**src/common/pdw_pkg.sv**
```systemverilog
// constants, types and decode helpers for the port default tag and wake event registers
package pdw_pkg;

  // port ranges per register class
  localparam logic [3:0] GEN_PORT_LO = 4'h1;
  localparam logic [3:0] GEN_PORT_HI = 4'h7;
  localparam logic [3:0] MAC_PORT_LO = 4'h6;
  localparam logic [3:0] MAC_PORT_HI = 4'h7;
  localparam logic [3:0] PHY_PORT_LO = 4'h0;
  localparam logic [3:0] PHY_PORT_HI = 4'h5;
  localparam int NPORT = 7;

  // address layout
  localparam int ADDR_W = 16;
  localparam int PORT_FLD_LSB = 12;
  localparam logic [11:0] OFS_TAG_HI = 12'h000;
  localparam logic [11:0] OFS_TAG_LO = 12'h001;
  localparam logic [11:0] OFS_WAKE_EVT = 12'h013;
  localparam logic [11:0] OFS_WAKE_EN = 12'h017;

  // tag high byte fields
  localparam int TAG_PCP_LSB = 5;
  localparam int TAG_DEI_BIT = 4;
  localparam int TAG_VIDH_LSB = 0;

  // reset values
  localparam logic [7:0] TAG_HI_RST = 8'h00;
  localparam logic [7:0] TAG_LO_RST = 8'h01;
  localparam logic [2:0] WAKE_FLAG_RST = 3'h0;
  localparam logic [2:0] WAKE_EN_RST = 3'h0;

  // wake event bit positions
  localparam int WAKE_PKT_BIT = 2;
  localparam int WAKE_LINK_BIT = 1;
  localparam int WAKE_ENERGY_BIT = 0;
  localparam int WAKE_W = 3;

  typedef enum logic [2:0] {
    REG_NONE = 3'b000,
    REG_TAG_HI = 3'b001,
    REG_TAG_LO = 3'b010,
    REG_WAKE_EVT = 3'b011,
    REG_WAKE_EN = 3'b100
  } pdw_reg_t;

  function automatic logic pdw_in_range(input logic [3:0] p, input logic [3:0] lo,
                                        input logic [3:0] hi);
    return (p >= lo) && (p <= hi);
  endfunction : pdw_in_range

  function automatic logic pdw_gen_port(input logic [3:0] p);
    return pdw_in_range(p, GEN_PORT_LO, GEN_PORT_HI);
  endfunction : pdw_gen_port

  function automatic logic pdw_phy_port(input logic [3:0] p);
    return pdw_in_range(p, PHY_PORT_LO, PHY_PORT_HI);
  endfunction : pdw_phy_port

endpackage : pdw_pkg

```
**src/common/pdw_wake_if.sv**
```systemverilog
// carrier between the register core and the wake flag unit
`timescale 1ns/1ps
interface pdw_wake_if;
  import pdw_pkg::*;
  logic [NPORT:1][WAKE_W-1:0] set_evt;
  logic clr_wr;
  logic en_wr;
  logic [2:0] wport;
  logic [WAKE_W-1:0] wbits;
  logic [NPORT:1][WAKE_W-1:0] flags;
  logic [NPORT:1][WAKE_W-1:0] enables;

  modport core (
    output set_evt,
    output clr_wr,
    output en_wr,
    output wport,
    output wbits,
    input flags,
    input enables
  );

  modport unit (
    input set_evt,
    input clr_wr,
    input en_wr,
    input wport,
    input wbits,
    output flags,
    output enables
  );
endinterface : pdw_wake_if

```
**src/hw/pdw_port_regs.sv**
```systemverilog
// per-port default tag and wake event register bank with power event pin
`timescale 1ns/1ps
module pdw_port_regs
  import pdw_pkg::*;
(
  // clock and reset
  input wire logic core_clk,
  input wire logic srst,
  // register port
  input wire logic [ADDR_W-1:0] reg_addr,
  input wire logic [7:0] reg_wdata,
  input wire logic reg_wr,
  input wire logic reg_rd,
  output logic [7:0] reg_rdata,
  // wake packet detector
  input wire logic [47:0] switch_mac,
  input wire logic wake_pkt_valid,
  input wire logic [3:0] wake_pkt_port,
  input wire logic [47:0] wake_pkt_dst,
  // phy status levels, asynchronous
  input wire logic [NPORT:1] link_up_raw,
  input wire logic [NPORT:1] energy_raw,
  // switch side
  output logic [NPORT:1][15:0] port_tag,
  output logic power_event_pin
);

  pdw_wake_if wif ();

  ////////////////////////////////////////////////////////////////////////////////
  // address decode

  wire [3:0] acc_port;
  wire [11:0] acc_ofs;
  wire port_hit;
  wire [2:0] pidx;
  pdw_reg_t sel;

  assign acc_port = reg_addr[ADDR_W-1:PORT_FLD_LSB];
  assign acc_ofs = reg_addr[PORT_FLD_LSB-1:0];
  assign port_hit = pdw_gen_port(acc_port);
  assign pidx = acc_port[2:0];
  assign sel = !port_hit ? REG_NONE :
               (acc_ofs == OFS_TAG_HI) ? REG_TAG_HI :
               (acc_ofs == OFS_TAG_LO) ? REG_TAG_LO :
               (acc_ofs == OFS_WAKE_EVT) ? REG_WAKE_EVT :
               (acc_ofs == OFS_WAKE_EN) ? REG_WAKE_EN : REG_NONE;

  wire wr_tag_hi;
  wire wr_tag_lo;

  assign wr_tag_hi = reg_wr && (sel == REG_TAG_HI);
  assign wr_tag_lo = reg_wr && (sel == REG_TAG_LO);

  wire [NPORT:1] tag_hi_we;
  wire [NPORT:1] tag_lo_we;

  for (genvar p = 1; p <= NPORT; p++) begin : g_we
    assign tag_hi_we[p] = wr_tag_hi && (pidx == 3'(p));
    assign tag_lo_we[p] = wr_tag_lo && (pidx == 3'(p));
  end

  ////////////////////////////////////////////////////////////////////////////////
  // default tag registers

  logic [NPORT:1][15:0] tag_q;

  always_ff @(posedge core_clk) begin
    if (srst) begin
      tag_q <= {NPORT{TAG_HI_RST, TAG_LO_RST}};
    end else begin
      for (int p = 1; p <= NPORT; p++) begin
        if (tag_hi_we[p]) begin
          tag_q[p][15:8] <= reg_wdata;
        end
        if (tag_lo_we[p]) begin
          tag_q[p][7:0] <= reg_wdata;
        end
      end
    end
  end

  assign port_tag = tag_q;

  ////////////////////////////////////////////////////////////////////////////////
  // phy status synchronisers and rising edge detect

  logic [NPORT:1] link_s1_q;
  logic [NPORT:1] link_s2_q;
  logic [NPORT:1] link_s3_q;
  logic [NPORT:1] nrg_s1_q;
  logic [NPORT:1] nrg_s2_q;
  logic [NPORT:1] nrg_s3_q;

  // no reset: edge detect follows the level through srst, no false rise after it
  always_ff @(posedge core_clk) begin
    link_s1_q <= link_up_raw;
    link_s2_q <= link_s1_q;
    link_s3_q <= link_s2_q;
    nrg_s1_q <= energy_raw;
    nrg_s2_q <= nrg_s1_q;
    nrg_s3_q <= nrg_s2_q;
  end

  ////////////////////////////////////////////////////////////////////////////////
  // wake event sources

  wire pkt_match;
  wire [NPORT:1] link_rise;
  wire [NPORT:1] nrg_rise;

  assign pkt_match = wake_pkt_valid && (wake_pkt_dst == switch_mac);
  assign link_rise = link_s2_q & ~link_s3_q;
  assign nrg_rise = nrg_s2_q & ~nrg_s3_q;

  for (genvar p = 1; p <= NPORT; p++) begin : g_src
    wire phy_ok;
    assign phy_ok = pdw_phy_port(4'(p));
    assign wif.set_evt[p][WAKE_PKT_BIT] = pkt_match && wake_pkt_port == 4'(p);
    assign wif.set_evt[p][WAKE_LINK_BIT] = phy_ok && link_rise[p];
    assign wif.set_evt[p][WAKE_ENERGY_BIT] = phy_ok && nrg_rise[p];
  end

  ////////////////////////////////////////////////////////////////////////////////
  // wake flag unit

  assign wif.clr_wr = reg_wr && (sel == REG_WAKE_EVT);
  assign wif.en_wr = reg_wr && (sel == REG_WAKE_EN);
  assign wif.wport = pidx;
  assign wif.wbits = reg_wdata[WAKE_W-1:0];

  pdw_wake_flags u_flags (
    .core_clk(core_clk),
    .srst(srst),
    .wif(wif)
  );

  ////////////////////////////////////////////////////////////////////////////////
  // power event pin: held while any enabled flag stays set

  wire enabled_set;
  wire any_active;
  logic pin_q;

  assign enabled_set = |(wif.set_evt & wif.enables);
  assign any_active = |(wif.flags & wif.enables);

  always_ff @(posedge core_clk) begin
    if (srst) begin
      pin_q <= 1'b0;
    end else begin
      pin_q <= enabled_set || (pin_q && any_active);
    end
  end

  assign power_event_pin = pin_q;

  ////////////////////////////////////////////////////////////////////////////////
  // read path, data in the cycle after the strobe only

  wire [7:0] rd_val;
  logic [7:0] rdata_q;

  assign rd_val = (sel == REG_TAG_HI) ? tag_q[pidx][15:8] :
                  (sel == REG_TAG_LO) ? tag_q[pidx][7:0] :
                  (sel == REG_WAKE_EVT) ? {5'h00, wif.flags[pidx]} :
                  (sel == REG_WAKE_EN) ? {5'h00, wif.enables[pidx]} : 8'h00;

  always_ff @(posedge core_clk) begin
    if (srst) begin
      rdata_q <= 8'h00;
    end else begin
      rdata_q <= reg_rd ? rd_val : 8'h00;
    end
  end

  assign reg_rdata = rdata_q;
endmodule : pdw_port_regs

```
**src/hw/pdw_wake_flags.sv**
```systemverilog
// sticky wake event flags and their enable bits, one set per port
`timescale 1ns/1ps
module pdw_wake_flags
  import pdw_pkg::*;
(
  // clock and reset
  input wire logic core_clk,
  input wire logic srst,
  // register core side
  pdw_wake_if.unit wif
);

  logic [NPORT:1][WAKE_W-1:0] flags_q;
  logic [NPORT:1][WAKE_W-1:0] flags_d;
  logic [NPORT:1][WAKE_W-1:0] en_q;
  logic [NPORT:1][WAKE_W-1:0] clr_mask;

  ////////////////////////////////////////////////////////////////////////////////
  // next state: set wins over clear

  for (genvar p = 1; p <= NPORT; p++) begin : g_port
    assign clr_mask[p] = (wif.clr_wr && wif.wport == 3'(p)) ? wif.wbits : '0;
    assign flags_d[p] = (flags_q[p] & ~clr_mask[p]) | wif.set_evt[p];
  end

  always_ff @(posedge core_clk) begin
    if (srst) begin
      flags_q <= {NPORT{WAKE_FLAG_RST}};
    end else begin
      flags_q <= flags_d;
    end
  end

  always_ff @(posedge core_clk) begin
    if (srst) begin
      en_q <= {NPORT{WAKE_EN_RST}};
    end else if (wif.en_wr) begin
      en_q[wif.wport] <= wif.wbits;
    end
  end

  assign wif.flags = flags_q;
  assign wif.enables = en_q;

  for (genvar p = 1; p <= NPORT; p++) begin : g_chk

  end
endmodule : pdw_wake_flags

```
**config.mk**
```make
export PLATFORM = sky130hd
export DESIGN_NAME = pdw_port_regs
export DESIGN_NICKNAME = d
export VERILOG_FILES = /design/src/common/pdw_pkg.sv /design/src/common/pdw_wake_if.sv /design/src/hw/pdw_port_regs.sv /design/src/hw/pdw_wake_flags.sv
export SDC_FILE = /design/constraint.sdc
export NUM_CORES = 1
export LEC_CHECK = 0
export BUFFER_PORTS_ARGS = -buffer_cell sky130_fd_sc_hd__buf_2
export CAP_MARGIN = 20
export CORE_MARGIN = 2
export CORE_UTILIZATION = 46
export DETAILED_ROUTE_END_ITERATION = 8
export PLACE_DENSITY_LB_ADDON = 0.3
export SKIP_CTS_REPAIR_TIMING = 1
export SLEW_MARGIN = 0
export SYNTH_ARGS = -nofsm -noshare
export SYNTH_HDL_FRONTEND = slang
export SYNTH_SLANG_ARGS = --single-unit
export TNS_END_PERCENT = 50
```
**constraint.sdc**
```tcl
create_clock -name core_clk -period 3 [get_ports core_clk]
set_clock_uncertainty 0.05 [all_clocks]
set_input_delay 0.6 -clock core_clk [delete_from_list [all_inputs] [get_ports core_clk]]
set_output_delay 0.6 -clock core_clk [all_outputs]
set_load 0.03 [all_outputs]
```
==> summary.md, run 1 <==
| Metric | Value |
|---|---|
| Worst-Skew Late Latency | `0.45 ns` |
| Worst reg2reg path depth | `6` |
| Reg clk slew, reported paths | `0.07 ns` |
| FF+latch count, synth | `between 150 and 200` |
| Vias/cell | `5.75` |
| Fin crit share | `77.5%` |
| Power, Total | `0.00543 W` |
| Max-cap violations | `0` |
| CTS root buffer | `clkbuf_16` |
| Layout cell share with drive strength beyond 1 | `27.7%` |
| Seq/Total Area, Yosys | `a little over two fifths` |
| DIE AREA | `0.0203 sq mm` |
| DRC violations left | `0` |
| Most frequent cell after synthesis | `nand2_1` |
| Post-layout util | `58.7%` |
| Die H | `about 140 um` |
| Initial antenna violation count | `1` |
| FF-to-FF Start | `u_flags.wif.enables[9]` |
| Top-area cell type share of the netlist area | `between 40 and 50%` |
| Vias in the first global route | `between 8000 and 9000` |
| PD cells | `493 mW/mm^2` |
| Layout Cells excl Fill | `roughly 1600` |
| Worst hold path class | `in2reg` |
| First-pass GRT wire length | `around 46000 um` |
| Run status | `finished clean` |
| Synth warn | `0` |
| Worst setup path end | `u_flags.wif.flags[5]` |
| Placed Cells | `between 1500 and 2000` |
| Leading area contributor after synthesis | `dfxtp_1` |
| Largest stage delay, worst path | `between 0.5 and 0.6 ns` |
| Critical-path cell list | `buf_2, or4_4, or3_1, nor2_1, nand4_1, o21ai_1, o22ai_1` |
| Async set-reset flop share out of synthesis | `0%` |
| Synth top cells by count | `272 x nand2_1, 193 x dfxtp_1, 148 x a21oi_1, 60 x clkbuf_1, 47 x xor2_1` |
| CTS tree | `yes` |
| Worst setup EP type | `flop` |
| Routed Antenna Nets | `0` |
| Max IR drop VDD | `0.355 mV` |
| Post-DR wirelength/cell | `19.5 um` |
| Netlist cell types | `57` |
| Critical path depth in cells | `7` |
| CP Class | `in2reg` |
| Setup TNS | `0 ns` |
| Gate count of the mapped netlist | `~1100` |
| Area grow syn2layout | `24.7%` |
| Starting Density | `47.1%` |
| Type of origin of the critical path | `input port` |
| Family with the most delay on the worst path | `simple AND/OR/NAND/NOR gates` |
| DR iter-0 viols | `1153` |
| Slowest CP cell | `or4_4` |
| Arr. time, crit path | `2.59 ns` |
| CTS buffer count | `17` |
| Worst slew pin tran | `0.726 ns` |
| CTS sink count | `around 190` |
| Reg2reg setup slack | `roughly 1.2 ns` |
| Via count of the routed design | `8978` |
| RSZ-0062 raised after global routing | `no` |
| Synthesized Nets | `approximately 1200` |
| Mapped cell area | `0.00883 sq mm` |
| Fmax | `430 MHz` |
| Final max-slew violation count | `0` |
| Number of synthesized flops with an enable pin | `0` |
| Fill count | `1712` |
| Mean Syn Cell Area | `approximately 8 sq um` |
| Largest net degree at the start of global routing | `58` |
| CTS Buffer Depth | `2` |
| CP bufs+invs | `1` |
| Gp weighted congestion | `approximately 0.92` |
| Min Tclk post-route | `2.33 ns` |
| Setup-violating endpoint count in the final report | `0` |
| Grt ovf | `0` |
| Row Count | `50` |
| IO Count | `264` |
| Leak pwr | `4.50 nW` |
| DR pass1 iterations | `7` |
| Synth Flop Type | `dfxtp_1` |
| Worst r2r dst | `reg_rdata[0]` |
| Drt total wl | `just over 30000 um` |
| Synth area leaders | `dfxtp_1 44%, nand2_1 12%, a21oi_1 8.4%, xor2_1 4.7%, mux2i_1 2.8%` |
| Area of the core | `0.0188 sq mm` |
| Detail Placement HPWL | `22300 um` |
| Final-report hold violation count | `0` |
| PortBufs | `259` |
| Worst EP required | `3.26 ns` |
| Worst Path Max Fanout | `6` |
| Worst setup path start | `reg_addr[5]` |
| Gr usage total | `29.4%` |
| Slew margin rel. | `51.6%` |
| Die width | `143 um` |
| # nets final | `~1500` |
| H-tree depth | `4` |
==> flip-flops by register name, summed over array words and instances (netlist names) <==
| register | count |
|---|---|
| link_s2_q | 5 |
| link_s3_q | 5 |
| link_s1_q | 5 |
| power_event_pin | 1 |
| u_flags.wif.flags | 21 |
| reg_rdata | 8 |
| nrg_s3_q | 5 |
| u_flags.wif.enables | 21 |
| nrg_s2_q | 5 |
| port_tag | 112 |
| nrg_s1_q | 5 |
==> through the flow <==
stage / setup slack [ns] / instance area [sq um] / hold slack (ns)
3_3_place_gp: 0.308 / 10400 / 0.262
3_5_place_dp: 0.264 / 10400 / 0.262
4_1_cts: 0.733 / 11000 / 0.197
5_1_grt: 0.590 / 11000 / 0.199
2_1_floorplan: 0.547 / 8830 / 0.260
6_report: 0.675 / 11000 / 0.204
==> layout by cell type (no fill, tap or decap), drive strengths merged, types with 3 or more instances in the layout <==
cell type    n
or2          3
xor2        47
or3          3
nand3b       9
a22o         7
nand3       15
mux2i       25
o221ai       6
clkbuf      18
nor4        14
a21oi      148
buf        291
inv         24
nor2b       12
nand4        8
o21ai       32
mux4         8
nand2b      32
dfxtp      193
mux2        19
nand2      272
and4         4
and3         4
nor3         8
a22oi       17
a211oi       3
a221oi      13
nand4b       3
o22a         5
o22ai        7
and2         4
nor2        42
==> power breakdown <==
| group | internal (W) | switching [W] |
|---|---|---|
| clock | 0.00128 | 0.00111 |
| sequential | 0.00259 | 0.0000158 |
| combinational | 0.000171 | 0.000262 |
==> final cells by class <==
class | instances | area [sq um] | share of cell area [%]
diodes | 1 | 2.50 | 0.0227
clock inverters | 14 | 188 | 1.70
clock buffers | 18 | 429 | 3.90
flip-flops and latches | 193 | 3860 | 35.1
multi-input cells | 794 | 4620 | 41.9
inverters | 16 | 60.1 | 0.545
well taps | 234 | 293 | 2.66
repair buffers | 291 | 1560 | 14.2
==> kinds of logic (layout without fill, tap and decap cells) <==
| family | count (synthesis) | after routing | share of synthesized area [%] |
|---|---|---|---|
| and+or+nand+nor | 439 | 439 | 23.1 |
| other | 0 | 1 | 0 |
| muxes | 52 | 52 | 7.29 |
| buffers and inverters | 90 | 339 | 3.99 |
| AOI/OAI and AO/OA | 255 | 255 | 17.1 |
| xor gates and xnor gates | 48 | 48 | 4.76 |
| DFF | 193 | 193 | 43.7 |
==> worst min path at each step <==
stage                        start           end  slack, ns  cells after the start
floorplan             link_s1_q[1]  link_s2_q[1]       0.26                      0
global placement       nrg_s1_q[2]   nrg_s2_q[2]       0.26                      0
detailed placement    link_s1_q[4]  link_s2_q[4]       0.26                      0
CTS                  energy_raw[5]   nrg_s1_q[5]       0.20                      1
global route        link_up_raw[2]  link_s1_q[2]       0.20                      1
finish               energy_raw[5]   nrg_s1_q[5]       0.20                      1
==> per-layer routing <==
layer	vias to the layer above	wire [um]	track usage [%]
met1	4145	12600	39.5
li1	4197	-	-
met2	553	13400	44.8
met3	83	3260	7.50
met4	0	1140	12.9
met5	-	0	0
==> worst reg2reg max path, cell delays in order (launching register included) <==
cell       delay (ns)
dfxtp_1          0.46
mux2_2           0.21
o221ai_1         0.17
a2111oi_0        0.45
a221o_1          0.19
o211ai_1         0.09
a21oi_1          0.16
Note: power is estimated with default switching activity, not from simulation.
==> inputs of run 2 (changes only) <==
clock period = 2.3 ns   (was 3 ns; I/O delays follow)
==> summary.md, run 2 (synthesis gave the netlist of run 1 again) <==
| Metric | Value |
|---|---|
| Run status | `finished clean (unchanged)` |
| Final-report hold violation count | `0 (unchanged)` |
| Row Count | `50 (unchanged)` |
| Final max-slew violation count | `0 (unchanged)` |
| IO Count | `264 (unchanged)` |
| Vias/cell | `5.65 (was 5.75)` |
| Max IR drop VDD | `0.418 mV (was 0.355 mV)` |
| Arr. time, crit path | `2.40 ns (was 2.59 ns)` |
| Die width | `143 um (unchanged)` |
| Vias in the first global route | `8412 (was 8229)` |
| Leak pwr | `4.71 nW (was 4.50 nW)` |
| FF-to-FF Start | `u_flags.wif.enables[3] (was u_flags.wif.enables[9])` |
| First-pass GRT wire length | `46400 um (was 45700 um)` |
| Placed Area | `0.0107 sq mm (was 0.0104 sq mm)` |
| Layout cell share with drive strength beyond 1 | `29.7% (was 27.7%)` |
| Fmax | `486 MHz` |
| Critical-path cell list | `buf_2, or4_4, nor4b_2, nand4_1, buf_4, nor3_4, nand2_1, a21oi_1 (was buf_2, or4_4, or3_1, nor2_1, nand4_1, o21ai_1, o22ai_1)` |
| Setup TNS | `0 ns (unchanged)` |
| Initial antenna violation count | `1 (unchanged)` |
| CP Class | `in2reg (unchanged)` |
| Drt total wl | `30900 um (was 30400 um)` |
| Routed Antenna Nets | `0 (unchanged)` |
| Detail Placement HPWL | `23000 um (was 22300 um)` |
| Worst slew pin tran | `0.544 ns (was 0.726 ns)` |
| CTS tree | `yes (unchanged)` |
| DIE AREA | `0.0203 sq mm (unchanged)` |
| DR pass1 iterations | `5 (was 7)` |
| H-tree depth | `4 (unchanged)` |
| Worst setup path start | `reg_addr[5] (unchanged)` |
| PD cells | `623 mW/mm^2 (was 493 mW/mm^2)` |
| Fin area | `0.0113 sq mm (was 0.0110 sq mm)` |
| Slew margin rel. | `63.7% (was 51.6%)` |
| Type of origin of the critical path | `input port (unchanged)` |
| Grt ovf | `0 (unchanged)` |
| Worst-Skew Late Latency | `0.45 ns (about the same)` |
| Die H | `143 um (unchanged)` |
| DR iter-0 viols | `822 (was 1153)` |
| PortBufs | `259 (unchanged)` |
| Worst Path Max Fanout | `14 (was 6)` |
| Largest stage delay, worst path | `0.55 ns (about the same)` |
| CTS Buffer Depth | `2 (unchanged)` |
| Setup-violating endpoint count in the final report | `0 (unchanged)` |
| Fin crit share | `89.5%` |
| FF/Latch Area | `0.00386 sq mm (unchanged)` |
| Slowest CP cell | `or4_4 (unchanged)` |
| Ant. Diodes | `0 (was 1)` |
| Worst hold path class | `in2reg (unchanged)` |
| CTS root buffer | `clkbuf_16 (unchanged)` |
| Via count of the routed design | `9016 (was 8978)` |
| Largest net degree at the start of global routing | `58 (unchanged)` |
| Post-DR wirelength/cell | `19.4 um (was 19.5 um)` |
| Reg clk slew, reported paths | `0.08 ns (was 0.07 ns)` |
| Multi-input gate area | `0.00462 sq mm (unchanged)` |
| Max reg flops | `112 (unchanged)` |
| RSZ-0062 raised after global routing | `no (unchanged)` |
| Beginning of the worst hold path | `energy_raw[2] (was energy_raw[5])` |
| Gr usage total | `30.0% (was 29.4%)` |
| Commonest non-fill, non-tap cell in the layout | `nand2_1 (unchanged)` |
| Area grow syn2layout | `28.3% (was 24.7%)` |
| Max-cap violations | `0 (unchanged)` |
| Most frequent cells in the layout | `272 x nand2_1, 258 x buf_2, 193 x dfxtp_1, 148 x a21oi_1, 62 x buf_4 (was 272 x nand2_1, 258 x buf_2, 193 x dfxtp_1, 148 x a21oi_1, 47 x xor2_1)` |
| Gp weighted congestion | `0.950 (was 0.924)` |
| # nets final | `1492 (was 1456)` |
| Worst EP required | `2.64 ns (was 3.26 ns)` |
| Worst setup EP type | `flop (unchanged)` |
| Post-layout util | `60.4% (was 58.7%)` |
| Fill count | `1687 (was 1712)` |
| Area of the core | `0.0188 sq mm (unchanged)` |
| Starting Density | `47.1% (unchanged)` |
| Min Tclk post-route | `2.06 ns` |
| CP bufs+invs | `2 (was 1)` |
| CTS buffer count | `17 (unchanged)` |
| DP Worst Slack | `-0.198 ns (was 0.264 ns)` |
| DRC violations left | `0 (unchanged)` |
| CTS sink count | `193 (unchanged)` |
| Fin worst setup slack | `0.241 ns (was 0.675 ns)` |
| Family with the most delay on the worst path | `simple AND/OR/NAND/NOR gates (unchanged)` |
-- run 2: per-layer routing --
metal | GRT usage [%] | part of all wire (%)
met2 | 45.3 | 44
met1 | 42.0 | 44
met4 | 11.6 | 3.1
met5 | 0 | 0
met3 | 6.43 | 9.3
-- run 2: power breakdown --
group | switching [W] | internal (W)
logic | 0.000351 | 0.000252
registers | 0.0000206 | 0.00338
clock network | 0.00149 | 0.00157
-- run 2: worst paths after layout --
kind                   to  slack, ns  depth (start not counted)
max          port_tag[84]       0.24                          8
min           nrg_s1_q[2]       0.06                          1
max reg2reg  reg_rdata[0]       0.47                          6
min reg2reg  link_s2_q[3]       0.27                          0
-- run 2: cell type report --
cell class | instances | area share, %
Multi-Input combinational cell | 794 | 40.7
Sequential cell | 193 | 34.1
Timing Repair Buffer | 327 | 16.7
Clock buffer | 17 | 3.75
Tap cell | 234 | 2.58
Clock inverter | 15 | 1.60
Inverter | 16 | 0.530
-- run 2: worst register-to-register path: cells and delay by family (launching register included) --
family,cells,cell delay [ns]
AOI/OAI and AO/OA,5,1.15
DFF,1,0.43
muxes,1,0.11
-- run 2: per-stage QoR --
step | total power [W] | hold slack [ns] | cells
6_report | 0.00707 | 0.0567 | 1596
2_1_floorplan | 0.00375 | 0.260 | 1077
4_1_cts | 0.00707 | 0.0500 | 1596
5_1_grt | 0.00727 | 0.0474 | 1596
3_5_place_dp | 0.00407 | 0.262 | 1564
3_3_place_gp | 0.00406 | 0.260 | 1564
==> inputs of run 3 (changes only) <==
GPL_TIMING_DRIVEN = 0   (was not set)
==> summary.md, run 3 (synthesis gave the netlist of run 1 again) <==
| Metric | Value |
|---|---|
| Run status | `finished clean (unchanged)` |
| Fin crit share | `99.2% (was 89.5%)` |
| CTS Buffer Depth | `2 (unchanged)` |
| Hold depth | `1 (unchanged)` |
| Worst-Skew Late Latency | `0.46 ns (was 0.45 ns)` |
| Ant. Diodes | `0 (unchanged)` |
| Worst r2r dst | `reg_rdata[0] (unchanged)` |
| CTS sink count | `193 (unchanged)` |
| Worst slew pin tran | `0.998 ns (was 0.544 ns)` |
| Fill count | `1724 (was 1687)` |
| Reg2reg setup slack | `0.41 ns (was 0.47 ns)` |
| FF/Latch Area | `0.00386 sq mm (unchanged)` |
| Drt total wl | `33700 um (was 30900 um)` |
| DR pass1 iterations | `8 (was 5)` |
| RSZ-0062 raised after global routing | `no (unchanged)` |
| Worst Path Max Fanout | `10 (was 14)` |
| Most frequent cells in the layout | `272 x nand2_1, 259 x buf_2, 193 x dfxtp_1, 148 x a21oi_1, 50 x clkbuf_1 (was 272 x nand2_1, 258 x buf_2, 193 x dfxtp_1, 148 x a21oi_1, 62 x buf_4)` |
| Starting Density | `47.1% (unchanged)` |
| Via count of the routed design | `9420 (was 9016)` |
| Beginning of the worst hold path | `energy_raw[3] (was energy_raw[2])` |
| Setup-violating endpoint count in the final report | `0 (unchanged)` |
| Worst reg2reg path depth | `6 (unchanged)` |
| DIE AREA | `0.0203 sq mm (unchanged)` |
| Area of the core | `0.0188 sq mm (unchanged)` |
| Arr. time, crit path | `2.56 ns (was 2.40 ns)` |
| Type of origin of the critical path | `input port (unchanged)` |
| Fmax | `438 MHz (was 486 MHz)` |
| Slew margin rel. | `33.5% (was 63.7%)` |
| Vias/cell | `5.88 (was 5.65)` |
| Power, Total | `0.00713 W (was 0.00707 W)` |
| Reg clk slew, reported paths | `0.08 ns (about the same)` |
| Gp weighted congestion | `1.00 (was 0.950)` |
| PortBufs | `255 (was 259)` |
| Commonest non-fill, non-tap cell in the layout | `nand2_1 (unchanged)` |
| Final-report hold violation count | `0 (unchanged)` |
| Gr usage total | `32.9% (was 30.0%)` |
| Row Count | `50 (unchanged)` |
| IO Count | `264 (unchanged)` |
| Routed Antenna Nets | `0 (unchanged)` |
| Worst hold path endpoint | `nrg_s1_q[3] (was nrg_s1_q[2])` |
| Leak pwr | `4.52 nW (was 4.71 nW)` |
| FF-to-FF Start | `u_flags.wif.enables[9] (was u_flags.wif.enables[3])` |
| Vias in the first global route | `8720 (was 8412)` |
| Die width | `143 um (unchanged)` |
| Max reg flops | `112 (unchanged)` |
| Initial antenna violation count | `0 (was 1)` |
| # nets final | `1498 (was 1492)` |
| Clk pwr share | `43.9% (was 43.4%)` |
| Multi-input gate area | `0.00467 sq mm (was 0.00462 sq mm)` |
| CP Class | `in2reg (unchanged)` |
| DRC violations left | `0 (unchanged)` |
| CTS tree | `yes (unchanged)` |
| H-tree depth | `4 (unchanged)` |
| Reg power frac | `47.7% (was 48.1%)` |
| PD cells | `638 mW/mm^2 (was 623 mW/mm^2)` |
| Worst hold path class | `in2reg (unchanged)` |
| Int Power | `0.00512 W (was 0.00520 W)` |
| Area grow syn2layout | `26.5% (was 28.3%)` |
| Detail Placement HPWL | `25300 um (was 23000 um)` |
| CTS buffer count | `17 (unchanged)` |
| CTS root buffer | `clkbuf_16 (unchanged)` |
| Final max-slew violation count | `0 (unchanged)` |
| Max IR drop VDD | `0.453 mV (was 0.418 mV)` |
| Post-layout util | `59.5% (was 60.4%)` |
| Min Tclk post-route | `2.28 ns (was 2.06 ns)` |
| Worst setup EP type | `flop (unchanged)` |
| Worst EP required | `2.58 ns (was 2.64 ns)` |
| Combinational Power Share | `8.4% (was 8.5%)` |
| Setup TNS | `0 ns (unchanged)` |
| Layout cell share with drive strength beyond 1 | `26.6% (was 29.7%)` |
| Max-cap violations | `0 (unchanged)` |
| Grt ovf | `0 (unchanged)` |
| P_sw | `0.00201 W (was 0.00186 W)` |
| Post-DR wirelength/cell | `21.1 um (was 19.4 um)` |
| Switching share of power | `28.2% (was 26.4%)` |
| Die H | `143 um (unchanged)` |
| DR iter-0 viols | `1261 (was 822)` |
| First-pass GRT wire length | `50100 um (was 46400 um)` |
| Largest net degree at the start of global routing | `24 (was 58)` |
==> run 3: cell count changes in the layout (fill, tap and decap cells not counted), moves of 5 or more <==
cell,previous run,this run
buf_12,7,1
buf_4,62,7
clkbuf_1,0,50
clkbuf_2,0,8
clkbuf_4,0,6
clkinv_8,2,7
==> run 3: power by group through the flow <==
stage	Sequential, W	Combinational (W)	Clock, W
global placement	0.00348	0.000564	0
floorplan	0.00347	0.000284	0
detailed placement	0.00348	0.000570	0
global route	0.00340	0.000633	0.00329
CTS	0.00340	0.000572	0.00315
finish	0.00340	0.000597	0.00313
==> run 3: critical path: stages <==
cell	delay [ns]
buf_2	0.13
buf_2	0.27
nor2b_1	0.16
buf_1	0.54
a221oi_1	0.21
a21oi_1	0.29
o32ai_1	0.15
a311oi_1	0.35
==> run 3: how the worst max path moves through the flow <==
stage | from | to | slack, ns
floorplan | reg_addr[5] | port_tag[0] | 0.005
global placement | reg_addr[13] | reg_rdata[2] | -0.67
detailed placement | reg_addr[13] | reg_rdata[2] | -0.67
CTS | reg_addr[13] | reg_rdata[2] | -0.19
global route | reg_addr[13] | port_tag[94] | 0.02
finish | reg_addr[12] | reg_rdata[2] | 0.02
==> run 3: per-stage QoR <==
step | instance area, sq um | setup slack (ns) | instances | hold slack (ns)
2_1_floorplan | 8840 | 0.00503 | 1077 | 0.260
3_3_place_gp | 10400 | -0.673 | 1566 | 0.262
3_5_place_dp | 10400 | -0.674 | 1566 | 0.262
4_1_cts | 11000 | -0.194 | 1598 | 0.0460
5_1_grt | 11200 | 0.0167 | 1602 | 0.0483
6_report | 11200 | 0.0188 | 1602 | 0.0577
==> run 3: routing by layer <==
layer | vias up | share of wire [%] | track usage (%)
li1 | 4286 | - | -
met1 | 4341 | 40 | 45.1
met2 | 697 | 44 | 50.1
met3 | 96 | 13 | 6.86
met4 | 0 | 3.5 | 14.7
met5 | - | 0 | 0
==> run 3: area by class of cell <==
type,instances,share of cell area [%]
Multi-Input combinational cell,794,41.8
Sequential cell,193,34.6
Timing Repair Buffer,261,11.9
Clock buffer,17,3.81
Buffer,72,2.82
Tap cell,234,2.62
Clock inverter,15,1.95
Inverter,16,0.537
